<file path="config.mk">
export PLATFORM = sky130hd
export DESIGN_NAME = alert_mask_fault_queue
export DESIGN_NICKNAME = d
export VERILOG_FILES = /design/src/hdl/alert_pkg.sv /design/src/hdl/alert_mask_fault_queue.sv /design/src/hdl/smbus_reg_port.sv
export VERILOG_INCLUDE_DIRS = /design/src /design/src/hdl
export SDC_FILE = /design/constraint.sdc
export NUM_CORES = 1
export LEC_CHECK = 0
export ABC_AREA = 0
export BUFFER_PORTS_ARGS = -buffer_cell sky130_fd_sc_hd__buf_2
export CAP_MARGIN = 20
export CORE_MARGIN = 10
export CORE_UTILIZATION = 55
export DETAILED_ROUTE_END_ITERATION = 10
export PLACE_DENSITY = 0.75
export SKIP_LAST_GASP = 1
export SLEW_MARGIN = 30
export SYNTH_ARGS = -nofsm -noshare
export SYNTH_HDL_FRONTEND = slang
export SYNTH_SLANG_ARGS = --single-unit
export TNS_END_PERCENT = 20
</file>
<file path="constraint.sdc">
create_clock -name mclk -period 3.71 [get_ports mclk]
set_clock_uncertainty 0.1 [all_clocks]
set_input_delay 0.9275 -clock mclk [delete_from_list [all_inputs] [get_ports mclk]]
set_output_delay 0.9275 -clock mclk [all_outputs]
set_load 0.005 [all_outputs]
</file>
<file path="src/hdl/alert_params.svh">
// Register offsets, field positions and reset values for the alert block
`ifndef ALERT_PARAMS_SVH
`define ALERT_PARAMS_SVH
`define CFG1_ADDR      8'h01
`define CFG4_ADDR      8'h04
`define FQ_ADDR        8'h06
`define MASK1_ADDR     8'h08
`define MASK2_ADDR     8'h09
`define MASK3_ADDR     8'h0a
`define STAT1_ADDR     8'h4f
`define STAT2_ADDR     8'h50
`define STAT3_ADDR     8'h51
`define CFG1_RST       8'h00
`define CFG4_RST       8'h00
`define FQ_RST         8'h01
`define MASK_RST       8'h00
`define CFG1_COMP_BIT  3
`define CFG4_REF_BIT   7
`define ST1_LH_BIT     7
`define ST1_LL_BIT     6
`define ST1_RH_BIT     5
`define ST1_RL_BIT     4
`define ST1_RD_BIT     3
`define ST2_PCT_BIT    4
`define ST2_ASRT_BIT   3
`define ST2_PIN_BIT    2
`define ST3_STALL_BIT  7
`define ST3_ALARM_BIT  6
`define ST3_ALERT_BIT  0
`define MASK1_USED     8'hf8
`define MASK2_USED     8'h1c
`define MASK3_USED     8'hc0
`define SMB_DEV_ADDR   7'h2c
`define SMB_ARA_ADDR   7'h0c
`endif

</file>
<file path="src/hdl/alert_pkg.sv">
// Shared types for the alert block
package alert_pkg;
  typedef logic [7:0] reg8_t;
  typedef logic [2:0] fq_cnt_t;
  typedef enum logic [2:0] {
    S_IDLE, S_ADDR, S_PTR, S_WDATA, S_ACK, S_RDATA, S_RACK
  } smb_state_t;
endpackage

</file>
<file path="src/hdl/alert_mask_fault_queue.sv">
// Alert generation with source masks, fault queues and fan stall pin
// Operation
// - Alert asserts on any out-of-limit reading unless its source is masked.
// - Latched mode holds alert until status read or ARA; fan and overtemp sources also until back in limits.
// - Comparator mode alert follows limits and releases without software.
// - Config 1 bit 3 picks latched (0) or comparator (1) alert mode.
// - Latched mode sets status on fault; alert only when mask clear.
// - Alert is the OR of every active unmasked source; pin state counts in latched mode only.
// - Mask bit blocks only alert contribution; status still sets.
// - Mask 1 bits 7..3 mask local/remote high/low and diode fault.
// - Mask 2 bits 4..2 mask percent limit, asserted and pin state.
// - Pin state mask has no effect in comparator mode.
// - Mask 3 bit 7 masks fan stall, bit 6 alarm speed.
// - Fan stall output asserts on stall; default pin function.
// - Config 4 bit 7 disables stall output, pin becomes reference.
// - Fault queue only for temperature channels, only in latched mode.
// - Each channel counts alone; alert after programmed consecutive faults.
// - Depth field bits 3:0 decode to 1, 2, 3 or 4, top bit wins.
// - Queue filling ignores the status register bits.
// - Queues reset by ARA, status 1 read or power-on reset.
// - Queue reset releases latched alert even if fault persists.
// - Latched alert reasserts only when a queue refills.
// - Status bits sticky; clear on read only once condition is gone.
`timescale 1ns/1ps
`include "alert_params.svh"
module alert_mask_fault_queue
  import alert_pkg::*;
(
  input  logic mclk,
  input  logic reset,
  input  logic scl_in,
  input  logic sda_in,
  output logic sda_out,
  output logic sda_oe,
  input  logic local_done,
  input  logic remote_done,
  input  logic local_high_oor,
  input  logic local_low_oor,
  input  logic remote_high_oor,
  input  logic remote_low_oor,
  input  logic remote_diode_fault,
  input  logic overtemp_pct_oor,
  input  logic overtemp_asserted,
  input  logic overtemp_pin_active,
  input  logic fan_stalled,
  input  logic fan_alarm,
  output logic alert_n,
  output logic fan_stall_n,
  output logic overtemp_ref_sel
);
  reg8_t   cfg1_q;
  reg8_t   cfg4_q;
  reg8_t   fault_queue_depth_q;
  reg8_t   temp_alert_mask_q;
  reg8_t   overtemp_alert_mask_q;
  reg8_t   fan_alert_mask_q;
  reg8_t   temp_status_q;
  reg8_t   overtemp_status_q;
  reg8_t   fan_status_q;
  fq_cnt_t local_cnt_q;
  fq_cnt_t remote_cnt_q;
  fq_cnt_t local_cnt_d;
  fq_cnt_t remote_cnt_d;
  fq_cnt_t depth;
  logic    local_trig_q;
  logic    remote_trig_q;
  reg8_t   reg_addr;
  reg8_t   wr_data;
  reg8_t   rd_data;
  logic    wr_stb;
  logic    rd_stb;
  logic    ara_done;
  reg8_t   temp_raw;
  reg8_t   overtemp_raw;
  reg8_t   fan_raw;
  logic    comp_mode;
  logic    fq_rst;
  logic    local_oor;
  logic    remote_oor;
  logic    local_live;
  logic    remote_live;
  logic    comp_any;
  logic    latch_any;
  logic    overtemp_pin_state_mask;

  // Sticky status: clear only bits whose condition is gone; set wins
  function automatic reg8_t sticky(reg8_t q, reg8_t raw, logic clr);
    return (clr ? (q & raw) : q) | raw;
  endfunction

  // Priority decode of the queue depth field, top bit first
  function automatic fq_cnt_t fq_depth(reg8_t v);
    casez (v[3:0])
      4'b1???: return 3'h4;
      4'b01??: return 3'h3;
      4'b001?: return 3'h2;
      default: return 3'h1;
    endcase
  endfunction

  // One reading on one channel; a same-cycle reset is applied first
  function automatic fq_cnt_t fq_step(fq_cnt_t cnt, logic done,
                                      logic oor, logic rst,
                                      fq_cnt_t lim);
    fq_cnt_t base;
    base = rst ? 3'h0 : cnt;
    if (!done)
      return base;
    if (!oor)
      return 3'h0;
    return (base >= lim) ? lim : base + 3'h1;
  endfunction

  smbus_reg_port u_port (
    .mclk     (mclk),
    .reset    (reset),
    .scl_in   (scl_in),
    .sda_in   (sda_in),
    .sda_out  (sda_out),
    .sda_oe   (sda_oe),
    .reg_addr (reg_addr),
    .wr_stb   (wr_stb),
    .wr_data  (wr_data),
    .rd_data  (rd_data),
    .rd_stb   (rd_stb),
    .ara_done (ara_done)
  );

  // Current condition vectors laid out like the status registers
  assign temp_raw = {local_high_oor, local_low_oor, remote_high_oor,
                     remote_low_oor, remote_diode_fault, 3'h0};
  assign overtemp_raw = {3'h0, overtemp_pct_oor, overtemp_asserted,
                         overtemp_pin_active, 2'h0};
  assign fan_raw = {fan_stalled, fan_alarm, 6'h0};
  assign comp_mode = cfg1_q[`CFG1_COMP_BIT];
  assign overtemp_pin_state_mask = overtemp_alert_mask_q[`ST2_PIN_BIT];
  assign depth = fq_depth(fault_queue_depth_q);
  assign local_oor = local_high_oor | local_low_oor;
  assign remote_oor = remote_high_oor | remote_low_oor | remote_diode_fault;
  // Unmasked temperature sources allowed to trigger the queue alert
  assign local_live = |(temp_raw[7:6] & ~temp_alert_mask_q[7:6]);
  assign remote_live = |(temp_raw[5:3] & ~temp_alert_mask_q[5:3]);
  // Queues restart on ARA or on a read of status 1
  assign fq_rst = ara_done
                | (rd_stb && reg_addr == `STAT1_ADDR);
  assign local_cnt_d = fq_step(local_cnt_q, local_done, local_oor,
                               fq_rst, depth);
  assign remote_cnt_d = fq_step(remote_cnt_q, remote_done, remote_oor,
                                fq_rst, depth);

  // Comparator mode: live OR of unmasked conditions; pin state excluded
  assign comp_any = |(temp_raw & ~temp_alert_mask_q)
                  | (overtemp_pct_oor & ~overtemp_alert_mask_q[4])
                  | (overtemp_asserted & ~overtemp_alert_mask_q[3])
                  | |(fan_raw & ~fan_alert_mask_q);
  // Latched mode: queue triggers for temperatures, sticky status else
  assign latch_any = local_trig_q | remote_trig_q
                   | |(overtemp_status_q & ~overtemp_alert_mask_q
                       & `MASK2_USED)
                   | |(fan_status_q & ~fan_alert_mask_q & `MASK3_USED);

  // Software-written configuration and mask registers
  always_ff @(posedge mclk or posedge reset)
    if (reset)
    begin
      cfg1_q <= `CFG1_RST;
      cfg4_q <= `CFG4_RST;
      fault_queue_depth_q <= `FQ_RST;
      temp_alert_mask_q <= `MASK_RST;
      overtemp_alert_mask_q <= `MASK_RST;
      fan_alert_mask_q <= `MASK_RST;
    end
    else if (wr_stb)
      case (reg_addr)
        `CFG1_ADDR: cfg1_q <= wr_data;
        `CFG4_ADDR: cfg4_q <= wr_data;
        `FQ_ADDR: fault_queue_depth_q <= wr_data;
        `MASK1_ADDR: temp_alert_mask_q <= wr_data & `MASK1_USED;
        `MASK2_ADDR: overtemp_alert_mask_q <= wr_data & `MASK2_USED;
        `MASK3_ADDR: fan_alert_mask_q <= wr_data & `MASK3_USED;
        default: cfg1_q <= cfg1_q;
      endcase

  // Status bits latch every fault regardless of masks
  always_ff @(posedge mclk or posedge reset)
    if (reset)
    begin
      temp_status_q <= 8'h00;
      overtemp_status_q <= 8'h00;
      fan_status_q <= 8'h00;
    end
    else
    begin
      temp_status_q <= sticky(temp_status_q, temp_raw,
                              fq_rst);
      overtemp_status_q <= sticky(overtemp_status_q, overtemp_raw,
                                  ara_done | (rd_stb && reg_addr
                                  == `STAT2_ADDR));
      fan_status_q <= sticky(fan_status_q, fan_raw,
                             ara_done | (rd_stb && reg_addr
                             == `STAT3_ADDR));
    end

  // Consecutive fault counters; inactive in comparator mode
  always_ff @(posedge mclk or posedge reset)
    if (reset)
    begin
      local_cnt_q <= 3'h0;
      remote_cnt_q <= 3'h0;
    end
    else if (comp_mode)
    begin
      local_cnt_q <= 3'h0;
      remote_cnt_q <= 3'h0;
    end
    else
    begin
      local_cnt_q <= local_cnt_d;
      remote_cnt_q <= remote_cnt_d;
    end

  // Queue triggers: a fill sets, a queue reset releases, set wins
  always_ff @(posedge mclk or posedge reset)
    if (reset)
    begin
      local_trig_q <= 1'b0;
      remote_trig_q <= 1'b0;
    end
    else if (comp_mode)
    begin
      local_trig_q <= 1'b0;
      remote_trig_q <= 1'b0;
    end
    else
    begin
      local_trig_q <= (local_trig_q & ~fq_rst)
                    | (local_done & local_live
                       & local_cnt_d == depth);
      remote_trig_q <= (remote_trig_q & ~fq_rst)
                     | (remote_done & remote_live
                        & remote_cnt_d == depth);
    end

  // Alert pin: one OR over all active sources for the chosen mode
  always_ff @(posedge mclk or posedge reset)
    if (reset)
      alert_n <= 1'b1;
    else
      alert_n <= ~(comp_mode ? comp_any : latch_any);

  // Shared pin: stall output by default, reference input when selected
  always_ff @(posedge mclk or posedge reset)
    if (reset)
    begin
      fan_stall_n <= 1'b1;
      overtemp_ref_sel <= 1'b0;
    end
    else
    begin
      fan_stall_n <= cfg4_q[`CFG4_REF_BIT] | ~fan_stalled;
      overtemp_ref_sel <= cfg4_q[`CFG4_REF_BIT];
    end

  // Read data; status 3 bit 0 reports the pin as it stands
  always_comb
    case (reg_addr)
      `CFG1_ADDR: rd_data = cfg1_q;
      `CFG4_ADDR: rd_data = cfg4_q;
      `FQ_ADDR: rd_data = fault_queue_depth_q;
      `MASK1_ADDR: rd_data = temp_alert_mask_q;
      `MASK2_ADDR: rd_data = overtemp_alert_mask_q;
      `MASK3_ADDR: rd_data = fan_alert_mask_q;
      `STAT1_ADDR: rd_data = temp_status_q;
      `STAT2_ADDR: rd_data = overtemp_status_q;
      `STAT3_ADDR: rd_data = {fan_status_q[7:6], 5'h00, ~alert_n};
      default: rd_data = 8'h00;
    endcase

  AST_COMP_RELEASE: assert property (@(posedge mclk)
    disable iff (reset)
    comp_mode && !comp_any |=> alert_n)
    else $error("comparator alert did not release");

  AST_COMP_ASSERT: assert property (@(posedge mclk)
    disable iff (reset)
    comp_mode && comp_any |=> !alert_n)
    else $error("comparator alert did not assert");

  AST_PIN_STATE_IGNORED: assert property (@(posedge mclk)
    disable iff (reset)
    comp_mode && overtemp_pin_active && !overtemp_pin_state_mask
    && !overtemp_pct_oor && !overtemp_asserted
    && temp_raw == 8'h00 && fan_raw == 8'h00 |=> alert_n)
    else $error("pin state raised alert in comparator mode");

  AST_STATUS_SET: assert property (@(posedge mclk)
    disable iff (reset)
    local_high_oor |=> temp_status_q[`ST1_LH_BIT])
    else $error("status bit not set by fault");

  AST_STICKY: assert property (@(posedge mclk) disable iff (reset)
    fan_status_q[`ST3_STALL_BIT] && !ara_done && !rd_stb
    |=> fan_status_q[`ST3_STALL_BIT])
    else $error("sticky status bit dropped");

  AST_QUEUE_IDLE_COMP: assert property (@(posedge mclk)
    disable iff (reset)
    comp_mode |=> local_cnt_q == 3'h0 && remote_cnt_q == 3'h0)
    else $error("fault queue counted in comparator mode");

  AST_QUEUE_RESTART: assert property (@(posedge mclk)
    disable iff (reset)
    local_done && !local_oor |=> local_cnt_q == 3'h0)
    else $error("in-limit reading did not restart count");

  AST_FILL_DEPTH: assert property (@(posedge mclk)
    disable iff (reset)
    $rose(local_trig_q) |-> local_cnt_q == $past(depth))
    else $error("queue fired at wrong depth");

  AST_QUEUE_RELEASE: assert property (@(posedge mclk)
    disable iff (reset)
    fq_rst && !local_done |=> !local_trig_q)
    else $error("queue reset did not release trigger");

  AST_LATCH_HOLD: assert property (@(posedge mclk)
    disable iff (reset)
    !comp_mode && local_trig_q && !fq_rst |=> !alert_n ##1 !alert_n)
    else $error("latched alert released early");

  AST_STALL_OUT: assert property (@(posedge mclk)
    disable iff (reset)
    !cfg4_q[`CFG4_REF_BIT] && fan_stalled |=> !fan_stall_n)
    else $error("stall output missing");

  AST_REF_MODE: assert property (@(posedge mclk)
    disable iff (reset)
    cfg4_q[`CFG4_REF_BIT] |=> fan_stall_n && overtemp_ref_sel)
    else $error("stall output not disabled");

  AST_MASKED_NO_TRIG: assert property (@(posedge mclk)
    disable iff (reset)
    !local_trig_q && local_done && !local_low_oor
    && temp_alert_mask_q[`ST1_LH_BIT] |=> !local_trig_q)
    else $error("masked local channel fired its queue");
endmodule // alert_mask_fault_queue

</file>
<file path="src/hdl/smbus_reg_port.sv">
// Two-wire serial register port with alert response address support
`timescale 1ns/1ps
`include "alert_params.svh"
module smbus_reg_port
  import alert_pkg::*;
(
  input  logic  mclk,
  input  logic  reset,
  input  logic  scl_in,
  input  logic  sda_in,
  output logic  sda_out,
  output logic  sda_oe,
  output reg8_t reg_addr,
  output logic  wr_stb,
  output reg8_t wr_data,
  input  reg8_t rd_data,
  output logic  rd_stb,
  output logic  ara_done
);
  logic [2:0] scl_s;
  logic [2:0] sda_s;
  smb_state_t st_q;
  smb_state_t next_q;
  logic [2:0] cnt_q;
  reg8_t      sh_q;
  reg8_t      ptr_q;
  logic       rd_q;
  logic       ara_q;
  logic       ackd_q;
  reg8_t      b;
  reg8_t      tx;
  logic       rise;
  logic       fall;
  logic       start;
  logic       stop;

  // Two-stage sync plus one history stage; stage 0 feeds stage 1 only
  always_ff @(posedge mclk or posedge reset)
    if (reset)
    begin
      scl_s <= 3'h7;
      sda_s <= 3'h7;
    end
    else
    begin
      scl_s <= {scl_s[1:0], scl_in};
      sda_s <= {sda_s[1:0], sda_in};
    end

  // Bus events seen on the synchronised copies
  assign rise  = scl_s[1] & ~scl_s[2];
  assign fall  = ~scl_s[1] & scl_s[2];
  assign start = scl_s[1] & scl_s[2] & sda_s[2] & ~sda_s[1];
  assign stop  = scl_s[1] & scl_s[2] & ~sda_s[2] & sda_s[1];
  assign b     = {sh_q[6:0], sda_s[1]};
  assign tx    = ara_q ? {`SMB_DEV_ADDR, 1'b0} : rd_data;
  assign reg_addr = ptr_q;  // Pointer kept apart from write data

  // Open-drain data only ever pulls low
  always_ff @(posedge mclk or posedge reset)
    if (reset)
      sda_out <= 1'b0;
    else
      sda_out <= 1'b0;

  // Byte engine: address, pointer, write data, read data, acks
  always_ff @(posedge mclk or posedge reset)
    if (reset)
    begin
      st_q <= S_IDLE;
      next_q <= S_IDLE;
      cnt_q <= 3'h0;
      sh_q <= 8'h00;
      rd_q <= 1'b0;
      ara_q <= 1'b0;
      ackd_q <= 1'b0;
      sda_oe <= 1'b0;
      wr_stb <= 1'b0;
      wr_data <= 8'h00;
      ptr_q <= 8'h00;
      rd_stb <= 1'b0;
      ara_done <= 1'b0;
    end
    else
    begin
      wr_stb <= 1'b0;
      rd_stb <= 1'b0;
      ara_done <= 1'b0;
      if (start)
      begin
        st_q <= S_ADDR;
        cnt_q <= 3'h0;
        sda_oe <= 1'b0;
        ara_q <= 1'b0;
      end
      else if (stop)
      begin
        st_q <= S_IDLE;
        sda_oe <= 1'b0;
      end
      else
        case (st_q)
          S_ADDR, S_PTR, S_WDATA:
            if (rise)
            begin
              sh_q <= b;
              cnt_q <= cnt_q + 3'h1;
              if (cnt_q == 3'h7)
              begin
                ackd_q <= 1'b0;
                st_q <= S_ACK;
                rd_q <= 1'b0;
                next_q <= S_WDATA;
                if (st_q == S_ADDR)
                begin
                  if (b[7:1] == `SMB_DEV_ADDR)
                  begin
                    rd_q <= b[0];
                    next_q <= S_PTR;
                  end
                  else if (b == {`SMB_ARA_ADDR, 1'b1})
                  begin
                    rd_q <= 1'b1;
                    ara_q <= 1'b1;
                  end
                  else
                    st_q <= S_IDLE;  // Not ours: stay off the bus
                end
                else if (st_q == S_PTR)
                  ptr_q <= b;        // Pointer held for later access
                else
                begin
                  wr_stb <= 1'b1;
                  wr_data <= b;
                end
              end
            end
          S_ACK:
            if (fall)
            begin
              if (!ackd_q)
              begin
                sda_oe <= 1'b1;
                ackd_q <= 1'b1;
              end
              else if (rd_q)
              begin
                sh_q <= tx;
                sda_oe <= ~tx[7];
                cnt_q <= 3'h0;
                st_q <= S_RDATA;
                rd_stb <= ~ara_q;
              end
              else
              begin
                sda_oe <= 1'b0;
                cnt_q <= 3'h0;
                st_q <= next_q;
              end
            end
          S_RDATA:
            if (rise)
            begin
              cnt_q <= cnt_q + 3'h1;
              if (cnt_q == 3'h7)
                st_q <= S_RACK;
            end
            else if (fall)
            begin
              sh_q <= {sh_q[6:0], 1'b0};
              sda_oe <= ~sh_q[6];
            end
          S_RACK:
            if (fall)
              sda_oe <= 1'b0;
            else if (rise)
            begin
              ara_done <= ara_q;
              rd_q <= 1'b1;
              ackd_q <= 1'b1;
              st_q <= sda_s[1] ? S_IDLE : S_ACK;
            end
          S_IDLE:
            cnt_q <= 3'h0;
          default:
            st_q <= S_IDLE;
        endcase
    end
endmodule // smbus_reg_port

</file>
## After elaboration in Yosys (flattened, before gate mapping)

Cells that the tools add are included.

- Register bits after elaboration: 114
- Latch bits: 0
- Memory bits (writable): 0
- ROM bits: 0
- Bits of input ports: 16
- Output and inout bits: 5
- Logic and storage cells: 291
- Memories: 0

- Add/subtract/negate cells: 3
- Multiply operators: 0
- Div/mod/pow operators: 0
- Magnitude comparators: 2
- Equal/unequal tests: 48
- Shift-type cells: 0
- Muxes and demuxes: 105
- Bitwise logic cells: 64
- Reduce and logical (&&, ||, !) cells: 38

Operator list:

| operator | count |
|---|---|
| $mux 3 | 35 |
| $pmux 8 s9 | 1 |
| $mux 1 | 52 |
| $mux 7 | 6 |
| $and 8x8->8 | 5 |
| $ne 4x1->1 const B | 9 |
| $mux 8 | 4 |
| $reduce_and 7->1 | 4 |
| $eq 8x4->1 const B | 3 |
| $eq 8x7->1 const B | 3 |
| $pmux 7 s3 | 1 |
| $ne 2x1->1 const B | 9 |
| $pmux 3 s3 | 2 |
| $reduce_and 9->1 | 2 |
| $not 1->1 | 17 |
| $eq 8x3->1 const B | 2 |
| $not 8->8 | 2 |
| $or 8x8->8 | 2 |
| $reduce_or 8->1 | 2 |
| $and 1x1->1 | 15 |
| $or 1x1->1 | 15 |
| $pmux 3 s5 | 1 |
| $reduce_and 5->1 | 3 |
| $eq 3x3->1 const B | 4 |
| other kinds (33) | 61 |

## Depth between registers and ports, before layout

- Depth after elaboration: 12
- Depth in mapped cells: 13
- Depth with buffers taken out: 11

## Modules after synthesis

Synthesis repeated with hierarchy kept, for this count alone.

- Cells, all modules: 494
- Area total of the unflattened synthesis: 5337.6 sq um

Modules (own cells, without submodules):

| module | instances | cells each | area an instance (sq um) | seq. area each (sq um) |
|---|---|---|---|---|
| alert_mask_fault_queue | 1 | 280 | 3039.2 | 1380.1 |
| smbus_reg_port | 1 | 214 | 2298.5 | 1108.6 |

## Worst setup path before layout

OpenSTA, ideal clock, no wires.

- Path kind: flip-flop to flip-flop
- From: register u_port.ptr_q[3] (netlist: u_port.reg_addr[3])
- To: register remote_trig_q
- Library setup time: 0.122 ns
- Data arrival time: 2.829 ns
- Required time: 3.488 ns
- Path slack: 0.659 ns
- Cell stages (with the launch flop): 13
- Path buffers: 2
- Clock period less this slack: 3.051 ns
- Path through: dfrtp_1 buf_4 and4b_4 a41oi_4 buf_2 nand2_1 ha_1 nor2b_1 nor2_1 o41a_4 o31ai_2 nand2_1 a32o_1

- Word-level cells in the longest chain between the ends: 12
- Elaborated cells between the ends (all ways): 17
- Classes of those cells: 1 x add/sub; 1 x order compare; 2 x eq/ne; 7 x mux; 5 x bitwise; 1 x reduce/logical

RTL lines:

| element | line | source |
|---|---|---|
| start: declaration | smbus_reg_port.sv:26 | `reg8_t ptr_q;` |
| start signal: assignment | smbus_reg_port.sv:80 | `ptr_q <= 8'h00;` |
| start signal: assignment | smbus_reg_port.sv:130 | `ptr_q <= b;` |
| $eq 8x7->1 (*) | -- |  |
| $logic_and 1x1->1 (no line) (*) | -- |  |
| $or 1x1->1 (*) | alert_mask_fault_queue.sv:144 | `assign fq_rst = ara_done` |
| $mux 3 | alert_mask_fault_queue.sv:106 | `base = rst ? 3'h0 : cnt;` |
| $add 3x1->3 (tied with other cells) | alert_mask_fault_queue.sv:111 | `return (base >= lim) ? lim : base + 3'h1;` |
| $mux 3, on equally long branches | alert_mask_fault_queue.sv:111, alert_mask_fault_queue.sv:109 |  |
| $mux 3 | alert_mask_fault_queue.sv:111 |  |
| $mux 3 | alert_mask_fault_queue.sv:109 | `if (!oor)` |
| $eq 3x3->1 | alert_mask_fault_queue.sv:241 | `& remote_cnt_d == depth);` |
| $and 1x1->1 | alert_mask_fault_queue.sv:241 |  |
| $or 1x1->1 (*) | alert_mask_fault_queue.sv:240 | `\| (remote_done & remote_live` |
| $mux 1 (*) | alert_mask_fault_queue.sv:229 | `else if (comp_mode)` |
| end signal: assignment | alert_mask_fault_queue.sv:239 | `remote_trig_q <= (remote_trig_q & ~fq_rst)` |
| end: declaration | alert_mask_fault_queue.sv:66 | `logic remote_trig_q;` |

Every way passes the cells marked *; elsewhere a longest branch is shown, timed or not. The select of a mux whose other input is x is not followed.
A chain may end at the register's enable or synchronous reset.

## Worst setup path after layout

- From: register u_port.ptr_q[0] (netlist: u_port.reg_addr[0])
- To: register remote_trig_q

Same word-level chain as after synthesis.

==> reports/results.txt <==
The run finished with clean final reports. The ratio of cells with drive above 1 in the final layout is 23.0%, and the sum of routed wire length over all layers is 12.6 mm. The sequential share of power is 53.6%. The synthesized netlist occupies a cell area of 5140 sq um.

For this design, the CTS-stage hold fixing added 0 buffers. The top cell types in the final layout, fill and taps aside, are 90 x dfrtp_1, 51 x mux2_2, 37 x nand2_1. The final weighted congestion of routability-driven global placement was 0.908; the all-layer global routing usage was 19.6%.

The proportion of synthesized chip area in sequential cells is 48.4%. No sink is reached through more buffers than the 2 on the longest clock path. STA classifies the critical path startpoint as a register. The number of antenna repair diodes came out at 0. In this run the static leakage power is 2.49 nW.

The relative area change from synthesis to final layout came out at 8.06%. The post-detailed-route count of antenna-violating nets was 0. The die is 117 um tall. Power spread over the standard cell area amounts to 410 nW/um^2. Based on the critical path, the design can be clocked at up to 313 MHz.

Half-perimeter wire length of the detailed placement result: 9.30 mm. Leftover overflow at the end of global routing: 0. The count of endpoints failing hold in the final timing report was 0. The first global-routing pass estimated 21.0 mm of wire. In this run the count of I/O pins placed on the die edge is 21.

At the worst endpoint, the required time is 3880 ps. The clock drives 99 sinks. The overall via count from detail_route is 4021. In this run the worst path has a maximum fanout of 9. The internal portion of total power is 1.62 mW, and the area enclosed by the die boundary is 13600 sq um. The cell count after synthesis came out at 490.

The depth of the most critical reg-to-reg path works out to 10. The number of max-capacitance violations reported is 0. In the post-route analysis, the smallest setup slack over all paths is 516 ps.

Combinational logic is responsible for 14.2% of the overall power. The final clock period utilization by the worst path was 86.1%. The worst hold slack is 256 ps, and the net count after synthesis is 514. The run gives 0 as the total number of yosys warnings. Row generation in the floorplan step produced 35 rows. The actual transition at the worst max-transition pin was 927 ps. Once the clock tree was built, the setup fixing pass inserted 0 buffers. The logs give 38.1% for the relative max-transition margin and 0 for the number of cells upsized or downsized after cts. For the worst setup path, the data arrival time is 3370 ps.

In this run, CTS created clock tree buffers numbering 9. The worst hold path stage count is 0, and the maximum level of the CTS H-tree is 3. The logs give 0 for the count of final max-slew check failures and 3972 for the via count of the first global-routing pass. In the routed layout, each cell is associated on average with a via count of 6.45. The net count of the finished layout is 531.

The sum of negative setup slack was 0 ps; the insertion delay of the later-clocked pin in the worst-skew pair was 370 ps. Dividing the synthesized area by the synthesized cell count gives 10.5 sq um. Fraction of registers with async set or reset after synthesis: 100%. In this run the power spent charging and discharging nets is 0.662 mW. The setup path with the least slack is of type register to register.

The worst setup slack after placement is 585 ps. The initial utilization of the core area, before any placement, comes to 56.1%. The library cell used most frequently in the layout, excluding fill and tap cells, is dfrtp_1.

For the pin count of the biggest net entering global routing, the log shows 54. For this block, the initial DRC count from the detailed router was 444. Setup violations remaining at the end of the flow were counted as 0.

Clock edge transition at the registers on the reported setup and hold paths: 100 ps. The number of port buffers was 19; the total of flip-flops plus latches after synthesis was 99. The path type of the worst min-delay path was register to register. The tools report the unique cell type count in the Yosys netlist as 69. The die is 117 um wide.

The flip-flop cell with the highest count after synthesis is dfrtp_1. Worst-case vdd ir drop: 0.367 mV. The count of unresolved DRC violations after routing came out at 0. The clock network burns 32.2% of the power. The minimum clock period after layout is 3190 ps, and the core footprint is 9150 sq um. The clock root buffer is clkbuf_8.

The detailed-route wire length per cell is 20.1 um, and the number of antenna violations at the first check in global routing is 0. Net switching is 29.0% of the power. Setup repair after global routing left no endpoint under its margin. Counting flops with a built-in enable in the synthesized netlist gives 0. The worst setup path is captured at a register. The pre-antenna-repair detailed-routing pass consisted of 7 iterations.

TritonCTS built the clock tree.
[power groups by stage]
stage	Combinational [mW]	Sequential (mW)	Clock [mW]
final	0.323	1.22	0.735
after global routing	0.371	1.23	0.793
after CTS	0.325	1.22	0.749
after detailed placement	0.322	1.24	0
after global placement	0.319	1.24	0
after floorplan	0.251	1.20	0
[cells by family after synthesis]
group,count (synthesis),synth area share [%]
simple gates,147,15.0
compound gates,130,18.2
buf+inv,46,3.70
flops,99,48.4
fa+ha+maj,8,1.95
xor+xnor,5,0.852
mux,54,11.8
other cells,1,0.0730
[worst max-delay path: stages (launching register included)]
cell and delay [ps]:
dfrtp_1 490, and4b_4 260, a41oi_4 350, nand2_1 150, ha_1 290, nor2b_1 260
nor2_1 120, o41a_4 550, o31ai_2 230, nand2_1 80, a32o_1 210
[path summary, 6_finish.rpt]
check	from	slack, ps	to
setup / recovery	u_port.reg_addr[0]	520	remote_trig_q
hold / removal	u_port.scl_s[0]	260	u_port.scl_s[1]
setup reg to reg	u_port.reg_addr[0]	520	remote_trig_q
hold reg to reg	u_port.scl_s[0]	260	u_port.scl_s[1]
max in group asynchronous	reset	2140	alert_n
min in group asynchronous	reset	540	cfg4_q[1]
[Yosys cell counts, types with 3 or more instances]
cell      count  area, sq um
a211oi_1      3         22.5
a21o_1        8         60.1
a21oi_1      32          160
a221oi_1      4         35.0
a222oi_1      9         90.1
a22oi_1      13         97.6
a31oi_1       5         31.3
and2_1        9         56.3
and3_1        5         31.3
clkbuf_1     16         60.1
dfrtp_1      90         2250
dfstp_2       9          236
ha_1          8          100
inv_1        25         93.8
mux2_2       51          574
mux2i_1       3         30.0
nand2_1      37          139
nand2b_1     13         81.3
nand3_1      11         55.1
nor2_1       33          124
nor2b_1       7         43.8
nor3_1       10         50.1
o21ai_0      20          100
o22ai_1       3         18.8
o31ai_1       3         22.5
xnor2_1       4         35.0
[through the flow]
stage | std cells | total power, mW | instance area [sq um] | util, %
final | 623 | 2.28 | 5550 | 60.7
after global routing | 623 | 2.39 | 5550 | 60.7
after CTS | 623 | 2.29 | 5550 | 60.7
after detailed placement | 607 | 1.56 | 5340 | 58.3
after global placement | 607 | 1.56 | 5340 | 58.3
after floorplan | 490 | 1.45 | 5140 | -
[registers in the layout (all words and copies together) (netlist names), 5 cells and up]
name and cells:
u_port.reg_addr 8, u_port.sh_q 7, u_port.wr_data 8, cfg1_q 8
temp_status_q 5, fault_queue_depth_q 8, cfg4_q 8, temp_alert_mask_q 5
[cell type report]
| cell class | count | area, sq um |
|---|---|---|
| timing repair buffer | 27 | 155 |
| sequential | 99 | 2490 |
| tap | 111 | 139 |
| clock inverter | 6 | 76.3 |
| multi-input combinational | 345 | 2460 |
| fill | 789 | 3600 |
| clock buffer | 10 | 138 |
| inverter | 25 | 96.3 |
[routing by layer]
| layer | global-route usage [%] | vias to the layer above | routed length, um |
|---|---|---|---|
| met5 | 0 | - | 0 |
| met4 | 5.44 | 0 | 173 |
| met3 | 4.78 | 16 | 1010 |
| met2 | 29.1 | 165 | 5690 |
| met1 | 27.9 | 2003 | 5680 |
| li1 | - | 1837 | - |
Note: power is estimated with default switching activity, not from simulation.
